`config.mk`:
```
export PLATFORM = sky130hd
export DESIGN_NAME = nvs_seq
export DESIGN_NICKNAME = d
export VERILOG_FILES = /design/src/verilog/nvs_pkg.sv /design/src/verilog/nvs_seq.sv /design/src/verilog/nvs_spi_rx.sv
export VERILOG_INCLUDE_DIRS = /design/src /design/src/verilog
export SDC_FILE = /design/constraint.sdc
export NUM_CORES = 1
export LEC_CHECK = 0
export BUFFER_PORTS_ARGS = -buffer_cell sky130_fd_sc_hd__buf_4
export CAP_MARGIN = 20
export CORE_UTILIZATION = 36
export CTS_BUF_LIST = sky130_fd_sc_hd__clkbuf_8
export DETAILED_ROUTE_END_ITERATION = 10
export GPL_TIMING_DRIVEN = 0
export PLACE_DENSITY_LB_ADDON = 0.05
export SYNTH_ARGS = -nofsm -noshare
export SYNTH_HDL_FRONTEND = slang
export SYNTH_SLANG_ARGS = --single-unit
```
`constraint.sdc`:
```
create_clock -name I_CLK -period 5.1 [get_ports I_CLK]
set_input_delay 0.51 -clock I_CLK [delete_from_list [all_inputs] [get_ports I_CLK]]
set_output_delay 0.51 -clock I_CLK [all_outputs]
set_load 0.02 [all_outputs]
```
`src/verilog/nvs_defines.svh`:
```
/*
 * Constants of the store and recall sequencer: timing, register map, opcodes.
 * Assumes a 125 MHz core clock and a Wishbone register bus with 32-bit data.
 */
`ifndef NVS_DEFINES_SVH
`define NVS_DEFINES_SVH

// =====================================================================
// Timing
`define NVS_CLK_PERIOD_NS 8
`define NVS_CYC_CEIL(t) (((t) + `NVS_CLK_PERIOD_NS - 1) / `NVS_CLK_PERIOD_NS)
`define NVS_CYC_FLOOR(t) ((t) / `NVS_CLK_PERIOD_NS)
`define NVS_STORE_TIME_NS 8000
`define NVS_RECALL_TIME_NS 1600
`define NVS_PUP_RECALL_TIME_NS 16000
`define NVS_RELEASE_TIME_NS 80
`define NVS_GUARD_TIME_NS 400
`define NVS_REQ_DELAY_TIME_NS 800
`define NVS_STORE_CYC `NVS_CYC_CEIL(`NVS_STORE_TIME_NS)
`define NVS_RECALL_CYC `NVS_CYC_CEIL(`NVS_RECALL_TIME_NS)
`define NVS_PUP_RECALL_CYC `NVS_CYC_CEIL(`NVS_PUP_RECALL_TIME_NS)
`define NVS_RELEASE_CYC `NVS_CYC_FLOOR(`NVS_RELEASE_TIME_NS)
`define NVS_GUARD_CYC `NVS_CYC_CEIL(`NVS_GUARD_TIME_NS)
`define NVS_REQ_DELAY_CYC `NVS_CYC_CEIL(`NVS_REQ_DELAY_TIME_NS)
`define NVS_SETTLE_CYC 3

// =====================================================================
// Registers
`define NVS_CTRL_OFS 8'h00
`define NVS_STAT_OFS 8'h04
`define NVS_CTRL_STORE_BIT 0
`define NVS_CTRL_RECALL_BIT 1
`define NVS_CTRL_PF_ON_BIT 2
`define NVS_CTRL_PF_OFF_BIT 3
`define NVS_STAT_BUSY_BIT 0
`define NVS_STAT_DIRTY_BIT 1
`define NVS_STAT_PFEN_BIT 2
`define NVS_STAT_MODE3_BIT 3
`define NVS_STAT_BLOCK_BIT 4
`define NVS_PFEN_RST 1'b1

// =====================================================================
// Special opcodes
`define NVS_OP_STORE 8'hA1
`define NVS_OP_RECALL 8'hA2
`define NVS_OP_PF_ON 8'hA3
`define NVS_OP_PF_OFF 8'hA4

`endif

```
`src/verilog/nvs_pkg.sv`:
```
/*
 * Types of the store and recall sequencer.
 * Assumes nvs_defines.svh holds the numbers.
 */
package nvs_pkg;

    typedef enum logic [3:0] {
        ST_IDLE, ST_PIN_WAIT, ST_ERASE, ST_PROGRAM, ST_HOLD_LOW,
        ST_RELEASE, ST_GUARD, ST_CLEAR, ST_LOAD
    } nvs_state_e;

    typedef enum logic [1:0] {SRC_PUP, SRC_SW, SRC_PIN, SRC_PF} nvs_src_e;

    typedef struct packed {
        nvs_state_e state;
        nvs_src_e src;
        logic [15:0] cnt;
        logic [15:0] len;
        logic dirty;
        logic pfen;
        logic did_store;
        logic pf_m;
        logic pf_s;
        logic bz_m;
        logic bz_s;
        logic ack;
        logic [31:0] rdat;
    } nvs_seq_s;

    typedef struct packed {
        logic sck_m, sck_s, sck_d;
        logic cs_m, cs_s, cs_d;
        logic si_m, si_s;
        logic sel;
        logic mode3;
        logic [3:0] bits;
        logic [7:0] sh;
        logic [7:0] op;
        logic vld;
    } nvs_rx_s;

endpackage : nvs_pkg

```
`src/verilog/nvs_seq.sv`:
```
/*
 * Store and recall sequencer of a serial nonvolatile static memory, with
 * Wishbone registers, the bidirectional busy pin and the serial command port.
 * Assumes the array write path pulses I_MEM_WR and honours O_MEM_BLOCK.
 */
// Local design decisions: the placing of the registers and the Wishbone slave port.
`timescale 1ns/1ns
`include "nvs_defines.svh"

module nvs_seq #(
    parameter bit HAS_BUSY_PIN = 1'b1,
    parameter bit HAS_PF_STORE = 1'b1,
    parameter bit HAS_PIN_STORE = 1'b1,
    parameter int unsigned STORE_CYC = `NVS_STORE_CYC,
    parameter int unsigned RECALL_CYC = `NVS_RECALL_CYC,
    parameter int unsigned PUP_RECALL_CYC = `NVS_PUP_RECALL_CYC,
    parameter int unsigned RELEASE_CYC = `NVS_RELEASE_CYC,
    parameter int unsigned GUARD_CYC = `NVS_GUARD_CYC,
    parameter int unsigned DELAY_CYC = `NVS_REQ_DELAY_CYC
) (
    // Clock and reset
    input wire logic I_CLK,
    input wire logic I_NRST,
    // Wishbone slave
    input wire logic I_WB_CYC,
    input wire logic I_WB_STB,
    input wire logic I_WB_WE,
    input wire logic [7:0] I_WB_ADR,
    input wire logic [3:0] I_WB_SEL,
    input wire logic [31:0] I_WB_DAT,
    output logic [31:0] O_WB_DAT,
    output logic O_WB_ACK,
    // Serial port
    input wire logic I_SCK,
    input wire logic I_CS_N,
    input wire logic I_SI,
    output logic O_SO,
    output logic O_SO_OE,
    // Power fail and busy pin
    input wire logic I_PWR_FAIL,
    input wire logic I_STORE_BUSY_N,
    output logic O_STORE_BUSY_N,
    output logic O_STORE_BUSY_N_OE,
    // Memory array
    input wire logic I_MEM_WR,
    output logic O_MEM_BLOCK,
    output logic O_NV_ERASE,
    output logic O_NV_PROGRAM,
    output logic O_SRAM_CLEAR,
    output logic O_NV_LOAD,
    output logic [7:0] O_OPCODE,
    output logic O_OPCODE_VLD
);

    localparam logic [15:0] STORE_LAST = 16'(STORE_CYC - 1);

    localparam nvs_pkg::nvs_seq_s RST_VAL = '{state: nvs_pkg::ST_CLEAR,
        src: nvs_pkg::SRC_PUP, cnt: 16'(PUP_RECALL_CYC / 2), len: 16'h0000,
        dirty: 1'b0, pfen: HAS_PF_STORE & `NVS_PFEN_RST, did_store: 1'b0,
        pf_m: 1'b0, pf_s: 1'b0, bz_m: 1'b1, bz_s: 1'b1, ack: 1'b0,
        rdat: 32'h0000_0000};

    // =====================================================================
    // Parameter check
    generate
        if (STORE_CYC < 2 || RECALL_CYC < 2 || PUP_RECALL_CYC < 2 || RELEASE_CYC < 1 ||
            DELAY_CYC < 1 || GUARD_CYC < `NVS_SETTLE_CYC || STORE_CYC > 65535 ||
            RECALL_CYC > 65535 || PUP_RECALL_CYC > 65535 || GUARD_CYC > 65535 ||
            DELAY_CYC > 65535 || RELEASE_CYC > 65535)
        begin : g_bad_param
            $error("nvs_seq: cycle count out of range");
        end
    endgenerate

    nvs_pkg::nvs_seq_s r_ff;
    nvs_pkg::nvs_seq_s nxt_r;
    nvs_pkg::nvs_state_e ns;
    logic [7:0] rx_op;
    logic rx_vld;
    logic rx_mode3;
    logic wr_ctrl;
    logic cmd_store;
    logic cmd_recall;
    logic cmd_pf_on;
    logic cmd_pf_off;
    logic pin_low;
    logic pf_go;
    logic done;
    logic busy;
    logic in_store;
    logic block;

    // =====================================================================
    // Interval of each timed state
    function automatic logic [15:0] cyc_of(input nvs_pkg::nvs_state_e s, input nvs_pkg::nvs_src_e src);
        int unsigned rc;
        rc = (src == nvs_pkg::SRC_PUP) ? PUP_RECALL_CYC : RECALL_CYC;
        case (s)
            nvs_pkg::ST_PIN_WAIT: cyc_of = 16'(DELAY_CYC);
            nvs_pkg::ST_ERASE: cyc_of = 16'(STORE_CYC / 2);
            nvs_pkg::ST_PROGRAM: cyc_of = 16'(STORE_CYC - STORE_CYC / 2);
            nvs_pkg::ST_HOLD_LOW: cyc_of = 16'(`NVS_SETTLE_CYC);
            nvs_pkg::ST_RELEASE: cyc_of = 16'(RELEASE_CYC);
            nvs_pkg::ST_GUARD: cyc_of = 16'(GUARD_CYC);
            nvs_pkg::ST_CLEAR: cyc_of = 16'(rc / 2);
            nvs_pkg::ST_LOAD: cyc_of = 16'(rc - rc / 2);
            default: cyc_of = 16'h0000;
        endcase
    endfunction : cyc_of

    // =====================================================================
    // Serial front end
    nvs_spi_rx u_rx (
        .i_clk(I_CLK),
        .i_nrst(I_NRST),
        .i_sck(I_SCK),
        .i_cs_n(I_CS_N),
        .i_si(I_SI),
        .o_opcode(rx_op),
        .o_opcode_vld(rx_vld),
        .o_mode3(rx_mode3)
    );

    // =====================================================================
    // Request decode
    always_comb
    begin
        wr_ctrl = r_ff.ack && I_WB_CYC && I_WB_STB && I_WB_WE && I_WB_SEL[0] && I_WB_ADR == `NVS_CTRL_OFS;
        cmd_store = (rx_vld && rx_op == `NVS_OP_STORE) || (wr_ctrl && I_WB_DAT[`NVS_CTRL_STORE_BIT]);
        cmd_recall = (rx_vld && rx_op == `NVS_OP_RECALL) || (wr_ctrl && I_WB_DAT[`NVS_CTRL_RECALL_BIT]);
        cmd_pf_on = (rx_vld && rx_op == `NVS_OP_PF_ON) || (wr_ctrl && I_WB_DAT[`NVS_CTRL_PF_ON_BIT]);
        cmd_pf_off = (rx_vld && rx_op == `NVS_OP_PF_OFF) || (wr_ctrl && I_WB_DAT[`NVS_CTRL_PF_OFF_BIT]);
        pin_low = HAS_BUSY_PIN && HAS_PIN_STORE && !r_ff.bz_s;
        pf_go = HAS_PF_STORE && r_ff.pfen && r_ff.pf_s;
        done = (r_ff.cnt <= 16'h0001);
        in_store = (r_ff.state == nvs_pkg::ST_ERASE) || (r_ff.state == nvs_pkg::ST_PROGRAM);
        busy = (r_ff.state != nvs_pkg::ST_IDLE) && (r_ff.state != nvs_pkg::ST_GUARD);
        block = (r_ff.state != nvs_pkg::ST_IDLE) || r_ff.pf_s;
    end

    // =====================================================================
    // Sequencer and registers
    always_comb
    begin
        nxt_r = r_ff;
        ns = r_ff.state;
        nxt_r.pf_m = I_PWR_FAIL;
        nxt_r.pf_s = r_ff.pf_m;
        nxt_r.bz_m = I_STORE_BUSY_N;
        nxt_r.bz_s = r_ff.bz_m;
        nxt_r.cnt = (r_ff.cnt != 16'h0000) ? r_ff.cnt - 16'h0001 : 16'h0000;
        nxt_r.len = in_store ? r_ff.len + 16'h0001 : 16'h0000;

        // Wishbone: one wait state, ack for one cycle
        nxt_r.ack = I_WB_CYC && I_WB_STB && !r_ff.ack;
        if (I_WB_CYC && I_WB_STB && !r_ff.ack)
        begin
            nxt_r.rdat = 32'h0000_0000;
            if (I_WB_ADR == `NVS_STAT_OFS)
            begin
                nxt_r.rdat[`NVS_STAT_BUSY_BIT] = busy;
                nxt_r.rdat[`NVS_STAT_DIRTY_BIT] = r_ff.dirty;
                nxt_r.rdat[`NVS_STAT_PFEN_BIT] = r_ff.pfen;
                nxt_r.rdat[`NVS_STAT_MODE3_BIT] = rx_mode3;
                nxt_r.rdat[`NVS_STAT_BLOCK_BIT] = block;
            end
        end

        // Volatile power-fail enable; absent feature keeps it off
        if (HAS_PF_STORE && cmd_pf_on)
            nxt_r.pfen = 1'b1;
        else if (HAS_PF_STORE && cmd_pf_off)
            nxt_r.pfen = 1'b0;

        case (r_ff.state)
            nvs_pkg::ST_IDLE:
            begin
                if (r_ff.pf_s)
                begin
                    nxt_r.src = nvs_pkg::SRC_PF;
                    if (pf_go && r_ff.dirty)
                        ns = nvs_pkg::ST_ERASE;
                end
                else if (cmd_store)
                begin
                    nxt_r.src = nvs_pkg::SRC_SW;
                    ns = nvs_pkg::ST_ERASE;
                end
                else if (cmd_recall)
                begin
                    nxt_r.src = nvs_pkg::SRC_SW;
                    ns = nvs_pkg::ST_CLEAR;
                end
                else if (pin_low)
                begin
                    nxt_r.src = nvs_pkg::SRC_PIN;
                    ns = nvs_pkg::ST_PIN_WAIT;
                end
            end
            nvs_pkg::ST_PIN_WAIT:
            begin
                if (done)
                begin
                    nxt_r.did_store = r_ff.dirty;
                    ns = r_ff.dirty ? nvs_pkg::ST_ERASE : nvs_pkg::ST_HOLD_LOW;
                end
            end
            nvs_pkg::ST_ERASE:
            begin
                nxt_r.did_store = 1'b1;
                if (done)
                    ns = nvs_pkg::ST_PROGRAM;
            end
            nvs_pkg::ST_PROGRAM:
            begin
                if (done)
                begin
                    case (r_ff.src)
                        nvs_pkg::SRC_PIN: ns = nvs_pkg::ST_HOLD_LOW;
                        nvs_pkg::SRC_PF: ns = nvs_pkg::ST_GUARD;
                        default: ns = nvs_pkg::ST_RELEASE;
                    endcase
                end
            end
            nvs_pkg::ST_HOLD_LOW:
            begin
                if (done && !pin_low)
                    ns = r_ff.did_store ? nvs_pkg::ST_RELEASE : nvs_pkg::ST_IDLE;
            end
            nvs_pkg::ST_RELEASE:
            begin
                if (done)
                    ns = nvs_pkg::ST_GUARD;
            end
            nvs_pkg::ST_GUARD:
            begin
                if (done)
                    ns = nvs_pkg::ST_IDLE;
            end
            nvs_pkg::ST_CLEAR:
            begin
                if (done)
                    ns = nvs_pkg::ST_LOAD;
            end
            nvs_pkg::ST_LOAD:
            begin
                if (done)
                    ns = nvs_pkg::ST_GUARD;
            end
            default:
                ns = nvs_pkg::ST_IDLE;
        endcase

        if (ns != r_ff.state)
        begin
            nxt_r.cnt = cyc_of(ns, nxt_r.src);
            if (ns == nvs_pkg::ST_IDLE)
                nxt_r.did_store = 1'b0;
        end

        // Dirty tracking: an operation start clears, a write sets and wins
        if (ns != r_ff.state && (ns == nvs_pkg::ST_ERASE || ns == nvs_pkg::ST_CLEAR))
            nxt_r.dirty = 1'b0;
        if (I_MEM_WR)
            nxt_r.dirty = 1'b1;
        nxt_r.state = ns;
    end

    always_ff @(posedge I_CLK or negedge I_NRST)
    begin
        if (!I_NRST)
            r_ff <= RST_VAL;
        else
            r_ff <= nxt_r;
    end

    // =====================================================================
    // Outputs
    assign O_WB_DAT = r_ff.rdat;
    assign O_WB_ACK = r_ff.ack;
    assign O_SO = 1'b0;
    assign O_SO_OE = 1'b0;
    assign O_STORE_BUSY_N = (r_ff.state == nvs_pkg::ST_RELEASE);
    assign O_STORE_BUSY_N_OE = HAS_BUSY_PIN && (busy && r_ff.state != nvs_pkg::ST_PIN_WAIT &&
        r_ff.state != nvs_pkg::ST_HOLD_LOW);
    assign O_MEM_BLOCK = block;
    assign O_NV_ERASE = (r_ff.state == nvs_pkg::ST_ERASE);
    assign O_NV_PROGRAM = (r_ff.state == nvs_pkg::ST_PROGRAM);
    assign O_SRAM_CLEAR = (r_ff.state == nvs_pkg::ST_CLEAR);
    assign O_NV_LOAD = (r_ff.state == nvs_pkg::ST_LOAD);
    assign O_OPCODE = rx_op;
    assign O_OPCODE_VLD = rx_vld;

    // =====================================================================
    // Checks
    a_erase_first: assert property (
        @(posedge I_CLK) disable iff (!I_NRST)
        $rose(r_ff.state == nvs_pkg::ST_PROGRAM) |-> $past(r_ff.state) == nvs_pkg::ST_ERASE)
        else $error("program phase not preceded by erase");

    a_block_busy: assert property (
        @(posedge I_CLK) disable iff (!I_NRST)
        (O_NV_ERASE || O_NV_PROGRAM || O_SRAM_CLEAR || O_NV_LOAD) |-> O_MEM_BLOCK)
        else $error("memory access open during an operation");

    a_busy_shown: assert property (
        @(posedge I_CLK) disable iff (!I_NRST)
        (O_NV_ERASE || O_NV_PROGRAM || O_NV_LOAD) |->
            busy && (!HAS_BUSY_PIN || (O_STORE_BUSY_N_OE && !O_STORE_BUSY_N)))
        else $error("busy not shown during store or recall");

    a_clean_skip: assert property (
        @(posedge I_CLK) disable iff (!I_NRST)
        (r_ff.state == nvs_pkg::ST_IDLE && !r_ff.dirty && !cmd_store) |=> !O_NV_ERASE)
        else $error("conditional store ran on a clean array");

    a_cmd_store: assert property (
        @(posedge I_CLK) disable iff (!I_NRST)
        (r_ff.state == nvs_pkg::ST_IDLE && !r_ff.pf_s && cmd_store) |=> O_NV_ERASE)
        else $error("store command did not start a store");

    a_pf_block: assert property (
        @(posedge I_CLK) disable iff (!I_NRST)
        r_ff.pf_s |-> O_MEM_BLOCK)
        else $error("power fail did not block access");

    a_store_length: assert property (
        @(posedge I_CLK) disable iff (!I_NRST)
        $fell(in_store) |-> $past(r_ff.len) == STORE_LAST)
        else $error("store did not last the store time");

    a_pin_delay: assert property (
        @(posedge I_CLK) disable iff (!I_NRST)
        (r_ff.state == nvs_pkg::ST_IDLE && pin_low && !r_ff.pf_s && !cmd_store && !cmd_recall)
            |=> r_ff.state == nvs_pkg::ST_PIN_WAIT ##1 !O_NV_ERASE)
        else $error("pin store did not wait the request delay");

    a_release_drive: assert property (
        @(posedge I_CLK) disable iff (!I_NRST)
        $rose(r_ff.state == nvs_pkg::ST_RELEASE) |->
            (!HAS_BUSY_PIN || (O_STORE_BUSY_N_OE && O_STORE_BUSY_N)) ##1 !O_NV_ERASE)
        else $error("busy pin not driven high after store");

    a_guard_after: assert property (
        @(posedge I_CLK) disable iff (!I_NRST)
        $fell(r_ff.state == nvs_pkg::ST_RELEASE) |-> r_ff.state == nvs_pkg::ST_GUARD && O_MEM_BLOCK)
        else $error("no guard interval after store");

    a_recall_order: assert property (
        @(posedge I_CLK) disable iff (!I_NRST)
        $rose(O_NV_LOAD) |-> $past(O_SRAM_CLEAR) && O_MEM_BLOCK)
        else $error("load not preceded by clear");

    a_pfen_absent: assert property (
        @(posedge I_CLK) disable iff (!I_NRST)
        !HAS_PF_STORE |-> !r_ff.pfen)
        else $error("power-fail store enabled on a part without it");

endmodule : nvs_seq

```
`src/verilog/nvs_spi_rx.sv`:
```
/*
 * Serial slave front end: samples SCK, CS and SI on the core clock and
 * delivers the first byte of each frame as the opcode.
 * Assumes SCK is at least four times slower than the core clock.
 */
`timescale 1ns/1ns
`include "nvs_defines.svh"

module nvs_spi_rx (
    // Clock and reset
    input wire logic i_clk,
    input wire logic i_nrst,
    // Serial pins
    input wire logic i_sck,
    input wire logic i_cs_n,
    input wire logic i_si,
    // Decoded frame
    output logic [7:0] o_opcode,
    output logic o_opcode_vld,
    output logic o_mode3
);

    nvs_pkg::nvs_rx_s r_ff;
    nvs_pkg::nvs_rx_s nxt_r;

    localparam nvs_pkg::nvs_rx_s RST_VAL = '{sck_m: 1'b0, sck_s: 1'b0, sck_d: 1'b0,
        cs_m: 1'b1, cs_s: 1'b1, cs_d: 1'b1, si_m: 1'b0, si_s: 1'b0, sel: 1'b0,
        mode3: 1'b0, bits: 4'h0, sh: 8'h00, op: 8'h00, vld: 1'b0};

    // =====================================================================
    // Frame decode
    always_comb
    begin
        nxt_r = r_ff;
        nxt_r.sck_m = i_sck;
        nxt_r.sck_s = r_ff.sck_m;
        nxt_r.sck_d = r_ff.sck_s;
        nxt_r.cs_m = i_cs_n;
        nxt_r.cs_s = r_ff.cs_m;
        nxt_r.cs_d = r_ff.cs_s;
        nxt_r.si_m = i_si;
        nxt_r.si_s = r_ff.si_m;
        nxt_r.vld = 1'b0;
        if (r_ff.cs_d && !r_ff.cs_s)
        begin
            nxt_r.sel = 1'b1;
            nxt_r.bits = 4'h0;
            nxt_r.mode3 = r_ff.sck_s;
        end
        else if (r_ff.cs_s)
        begin
            nxt_r.sel = 1'b0;
        end
        else if (r_ff.sel && r_ff.sck_s && !r_ff.sck_d && r_ff.bits != 4'h8)
        begin
            nxt_r.sh = {r_ff.sh[6:0], r_ff.si_s};
            nxt_r.bits = r_ff.bits + 4'h1;
            if (r_ff.bits == 4'h7)
            begin
                nxt_r.op = {r_ff.sh[6:0], r_ff.si_s};
                nxt_r.vld = 1'b1;
            end
        end
    end

    always_ff @(posedge i_clk or negedge i_nrst)
    begin
        if (!i_nrst)
            r_ff <= RST_VAL;
        else
            r_ff <= nxt_r;
    end

    assign o_opcode = r_ff.op;
    assign o_opcode_vld = r_ff.vld;
    assign o_mode3 = r_ff.mode3;

    a_mode_capture: assert property (
        @(posedge i_clk) disable iff (!i_nrst)
        (r_ff.cs_d && !r_ff.cs_s) |=> (r_ff.mode3 == $past(r_ff.sck_s)))
        else $error("serial mode not taken from clock level at select");

endmodule : nvs_spi_rx

```
* Yosys cells after proc, flatten, opt, wreduce, memory -nomap -nowiden
Index checks and enable logic that the tools add are counted.
** Storage, ports and cells
- Bits in registers :: 66
- Bits of input ports :: 55
- Output and inout bits :: 51
- Word-level logic and storage cells :: 153
** Operators by class
- Add/subtract/negate cells :: 3
- Magnitude comparators :: 1
- Equality and inequality tests :: 30
- Muxes and demuxes :: 41
- Bitwise gates (word level) :: 2
- Reduce and logical (&&, ||, !) cells :: 50
** Operators by type and width (count)
- one-hot mux 16 bit (7 select lines) :: 1
- 2-to-1 mux 4 bit :: 13
- 2-to-1 mux 21 bit :: 2
- equality test 4 x 3 -> 1 bit, second input constant :: 9
- equality test 8 bit, second input constant :: 4
- 2-to-1 mux 16 bit :: 2
- one-hot mux 4 bit (8 select lines) :: 1
- logical AND 1 bit :: 26
- equality test 4 x 2 -> 1 bit, second input constant :: 4
- <= comparator 16 x 1 -> 1 bit, second input constant :: 1
- nonzero test 16 bit :: 1
- subtractor 16 x 1 -> 16 bit, second input constant :: 1
- subtractor 11 x 10 -> 12 bit :: 1
- 2-to-1 mux 11 bit :: 1
- 2-to-1 mux 1 bit :: 10
- 2-to-1 mux 2 bit :: 5
- 2-to-1 mux 9 bit :: 1
- equality test 4 x 1 -> 1 bit, second input constant :: 2
- equality test 4 bit, second input constant :: 2
- equality test 8 x 3 -> 1 bit, second input constant :: 1
- zero test 4 bit :: 2
- zero test 8 bit :: 1
- != test 4 x 3 -> 1 bit, second input constant :: 2
- nonzero test 2 bit :: 4
- 19 further kinds :: 30

* Depth between registers and ports, before layout
- Word-level depth :: 16
- Depth in mapped cells :: 12
- Gate-level depth less buffers :: 10

* By module
From an unflattened synthesis, not the netlist that was laid out.
** Unflattened totals
- Cells, all modules :: 375
- Area total of the unflattened synthesis :: 3773.6 um^2
** By module, submodules not included
- nvs_seq :: instances 1, cells each 292, area each 2563.7 um^2
- nvs_spi_rx :: instances 1, cells each 83, area each 1209.9 um^2

* Worst setup path before layout
No wires, ideal clock.
- Kind :: input -> register
- Start :: input port I_WB_ADR[5]
- End :: register r_ff[66] (netlist name)
- Library setup time :: 82 ps
- Arrival time :: 3335 ps
- Required time :: 5018 ps
- Path slack :: 1682 ps
- Stages on the path :: 9
- Path buffers :: 1
- Cell sequence :: or4_1 nor4_2 a211o_1 o221a_2 inv_2 a222oi_1 o21ai_2 buf_6 nor3_2
** RTL lines
- start: declaration :: line nvs_seq.sv:28 : input wire logic [7:0] I_WB_ADR,
- end signal: assignment :: line nvs_seq.sv:274 : r_ff <= nxt_r;
- end: declaration :: line nvs_seq.sv:75 : nvs_pkg::nvs_seq_s r_ff;

==> flow_summary.ini <==
[power_and_ir_drop]
p_clk_share_pct = 41.4
p_sw_share_pct = 24.7
seqPwrFrac_pct = 51.2
p_per_area_nw_per_um2 = 233
vdd_ir_drop_max_mv = 0.123
intPower_mw = 0.789
p_comb_share_pct = 7.4
p_leak_nw = 2.08
finalPower_mw = 1.05
switching_power_mw = 0.259

[timing]
tns_ps = 0
final_hold_viol_count = 0
clock-skew-final_ps = 10.8
finalCriticalPeriod_ps = 3890
setup_viol = 0
period_share_pct = 76.3
rsz0062_at_grt = no
fin_hold_ws_ps = 246
fmax_mhz = 257
relSlewSlack_pct = 33.4
slew_violations = 0
tightest_slew_ps = 989

[synth]
synthTopCellsByArea = dfrtp_1 34%, dfstp_2 11%, buf_4 8.6%, mux2_2 4.9%, nand2_1 2.9%
ys_seq_elements = 65
synth-edff-count = 0
ys.flop_type = dfrtp_1
avgSynthCellArea_um2 = 10.0
yosysWarnings = 0
netlist.area_leader.share_pct = 34.1
synth_largest_area_cell = dfrtp_1
yosysUniqueCellTypes = 62
synth-async-reset-ratio_pct = 100
yosysSeqAreaShare_pct = 44.9
synth_area_um2 = 3670
syn-instance-count = 366

[setup_path]
arrival_ps = 4160
slowest_stage = nor4_1
slowest_delay_ps = 790
end_kind = flip-flop
start_kind = flip-flop
path_cells = or3_4 > or4_1 > buf_2 > nor3_1 > a2111oi_0 > dlymetal6s2s_1 > nor4_1 > o21ai_2 > buf_6 > a31oi_1
crit_type = flip-flop to flip-flop
r2r_start = r_ff[60]
startpoint = r_ff[60]
crit_required_ps = 5360
crit_path_max_fanout = 10

[placed_design]
dp_hpwl_mm = 5.97
numPortBuffers = 45
dpl_cell_area_um2 = 4280
finalWeightedCongestion = 0.900

[finish]
nets = 512
drive_gt1_share_pct = 34.4
antenna_cells = 0
syn_to_final_growth_pct = 22.4
finalInstanceArea_um2 = 4490
fill_cells = 983

[outcome]
run_status = finished, final reports clean

[clock_network]
cts_resized = 0
cts_max_level = 3
hold_buffers = 0
clockRootBuffer = clkbuf_8
clock_path_buffers = 2
postCtsSetupBuffers = 0
cts_buffers = 9
cts.sinks = 65
clock_latency_ps = 350
tritoncts = built
path_clk_slew_ps = 80

[route]
drtPass1Iterations = 4
num_vias = 2881
first_iter_violations = 191
wl_mm = 8.13
wl_per_cell_um = 13.8
post-route-drc-count = 0
vias_per_cell = 4.88
drtAntennaViolNets = 0

[global_routing]
grt-ovfl-total = 0
antenna_found_initial = 0
first_global_vias = 2603
grt_first_pass_wirelength_mm = 13.1
grt_max_degree = 66
track_usage_pct = 16.5

[job]
drv_cap = 0

[floorplan]
pin_count = 106
start_util_pct = 37.3
core_region_area_um2 = 9820
die-area_um2 = 10600
die_width_um = 103
rows = 36
die_height_um = 103

[hold_path]
hold_path.class = primary input to async pin
## final cells by class
| cell class | count | area (um^2) | share of cell area [%] |
|---|---|---|---|
| Clock buffer | 9 | 124 | 2.76 |
| Buffer | 52 | 362 | 8.05 |
| Clock inverter | 7 | 71.3 | 1.59 |
| Sequential cell | 65 | 1650 | 36.6 |
| Timing Repair Buffer | 47 | 355 | 7.92 |
| Tap cell | 133 | 166 | 3.71 |
| Inverter | 16 | 60.1 | 1.34 |
| Multi-Input combinational cell | 261 | 1710 | 38.0 |
## synth_stat cells, types with 4 or more instances
library cell and number:
dfrtp_1 50, nand2b_1 5, nor3_1 18, a31oi_1 4
nor4_1 6, inv_1 15, clkbuf_1 8, nand2_1 28
a31o_2 4, a21oi_1 11, nand3_1 10, a22o_1 5
xor2_1 7, dfstp_2 15, mux2_2 16, a21o_1 4
nor2_1 26, o31ai_1 4, xnor2_1 6, ha_1 5
mux2i_1 5, nor3_2 6, o21ai_0 11, buf_4 42
## through the flow
step	utilization, %	std cells	setup WS [ps]
after floorplan	-	394	1680
after global placement	43.6	572	863
after detailed placement	43.6	573	860
after CTS	45.6	589	1210
after global routing	45.7	590	852
final	45.7	590	1210
## power groups by stage
stage	registers [mW]	logic, mW	clock network [mW]
2_1_floorplan	0.544	0.0492	0
3_3_place_gp	0.546	0.0771	0
3_5_place_dp	0.546	0.0777	0
4_1_cts	0.537	0.0780	0.453
5_1_grt	0.538	0.0865	0.476
6_report	0.537	0.0771	0.434
## layout by cell type (no fill, tap or decap), drive strengths merged, types with 10 or more instances in the layout
cell | Yosys | routed
clkbuf | 8 | 17
a21oi | 11 | 11
inv | 16 | 18
nor2 | 26 | 26
o21ai | 12 | 12
nand3 | 10 | 10
buf | 44 | 90
dfstp | 15 | 15
nor3 | 24 | 24
mux2 | 16 | 16
conb | 1 | 29
dfrtp | 50 | 50
nand2 | 28 | 28
## final timing paths
path / to / slack [ps] / cells past startpoint
min in group I_CLK: u_rx.nxt_r[29] / 260 / 1
setup reg to reg: r_ff[62] / 1210 / 10
hold reg to reg: r_ff[35] / 350 / 0
setup / recovery: r_ff[62] / 1210 / 10
hold / removal: u_rx.nxt_r[28] / 250 / 1
max in group asynchronous: r_ff[77] / 4310 / 1
## logic make-up (layout without fill, tap and decap cells)
logic type | after synthesis | after routing | synth area share (%)
AOI/OAI and AO/OA | 74 | 74 | 15.4
xor gates and xnor gates | 13 | 13 | 3.10
adders and majority gates | 5 | 5 | 1.71
buffers and inverters | 68 | 131 | 11.5
DFF | 65 | 65 | 44.9
muxes | 21 | 21 | 6.28
other | 1 | 29 | 0.102
and+or+nand+nor | 119 | 119 | 17.0
## worst max-delay path: cells and delay by family (launching register included)
kind	cells	cell delay (ps)
AND/OR/NAND/NOR	4	2000
flip-flops	1	420
AO/OA/AOI/OAI	3	700
buffers and inverters	3	690
## routing by layer
metal / up-vias / part of all wire, % / track usage, %
met5: - / 0 / 0
met4: 0 / 2.0 / 7.80
met3: 15 / 5.0 / 3.59
met2: 77 / 42 / 23.2
met1: 1357 / 51 / 24.0
li1: 1432 / - / -
## state kept, by name, summed over array words and instances, names as in the netlist
signal / cells
O_WB_ACK: 1
u_rx.o_mode3: 1
u_rx.o_opcode_vld: 1
u_rx.o_opcode: 8
O_WB_DAT: 5
u_rx.r_ff: 15
u_rx.nxt_r: 5
r_ff: 27
nxt_r: 2
Power figures use the tool's default switching activity.
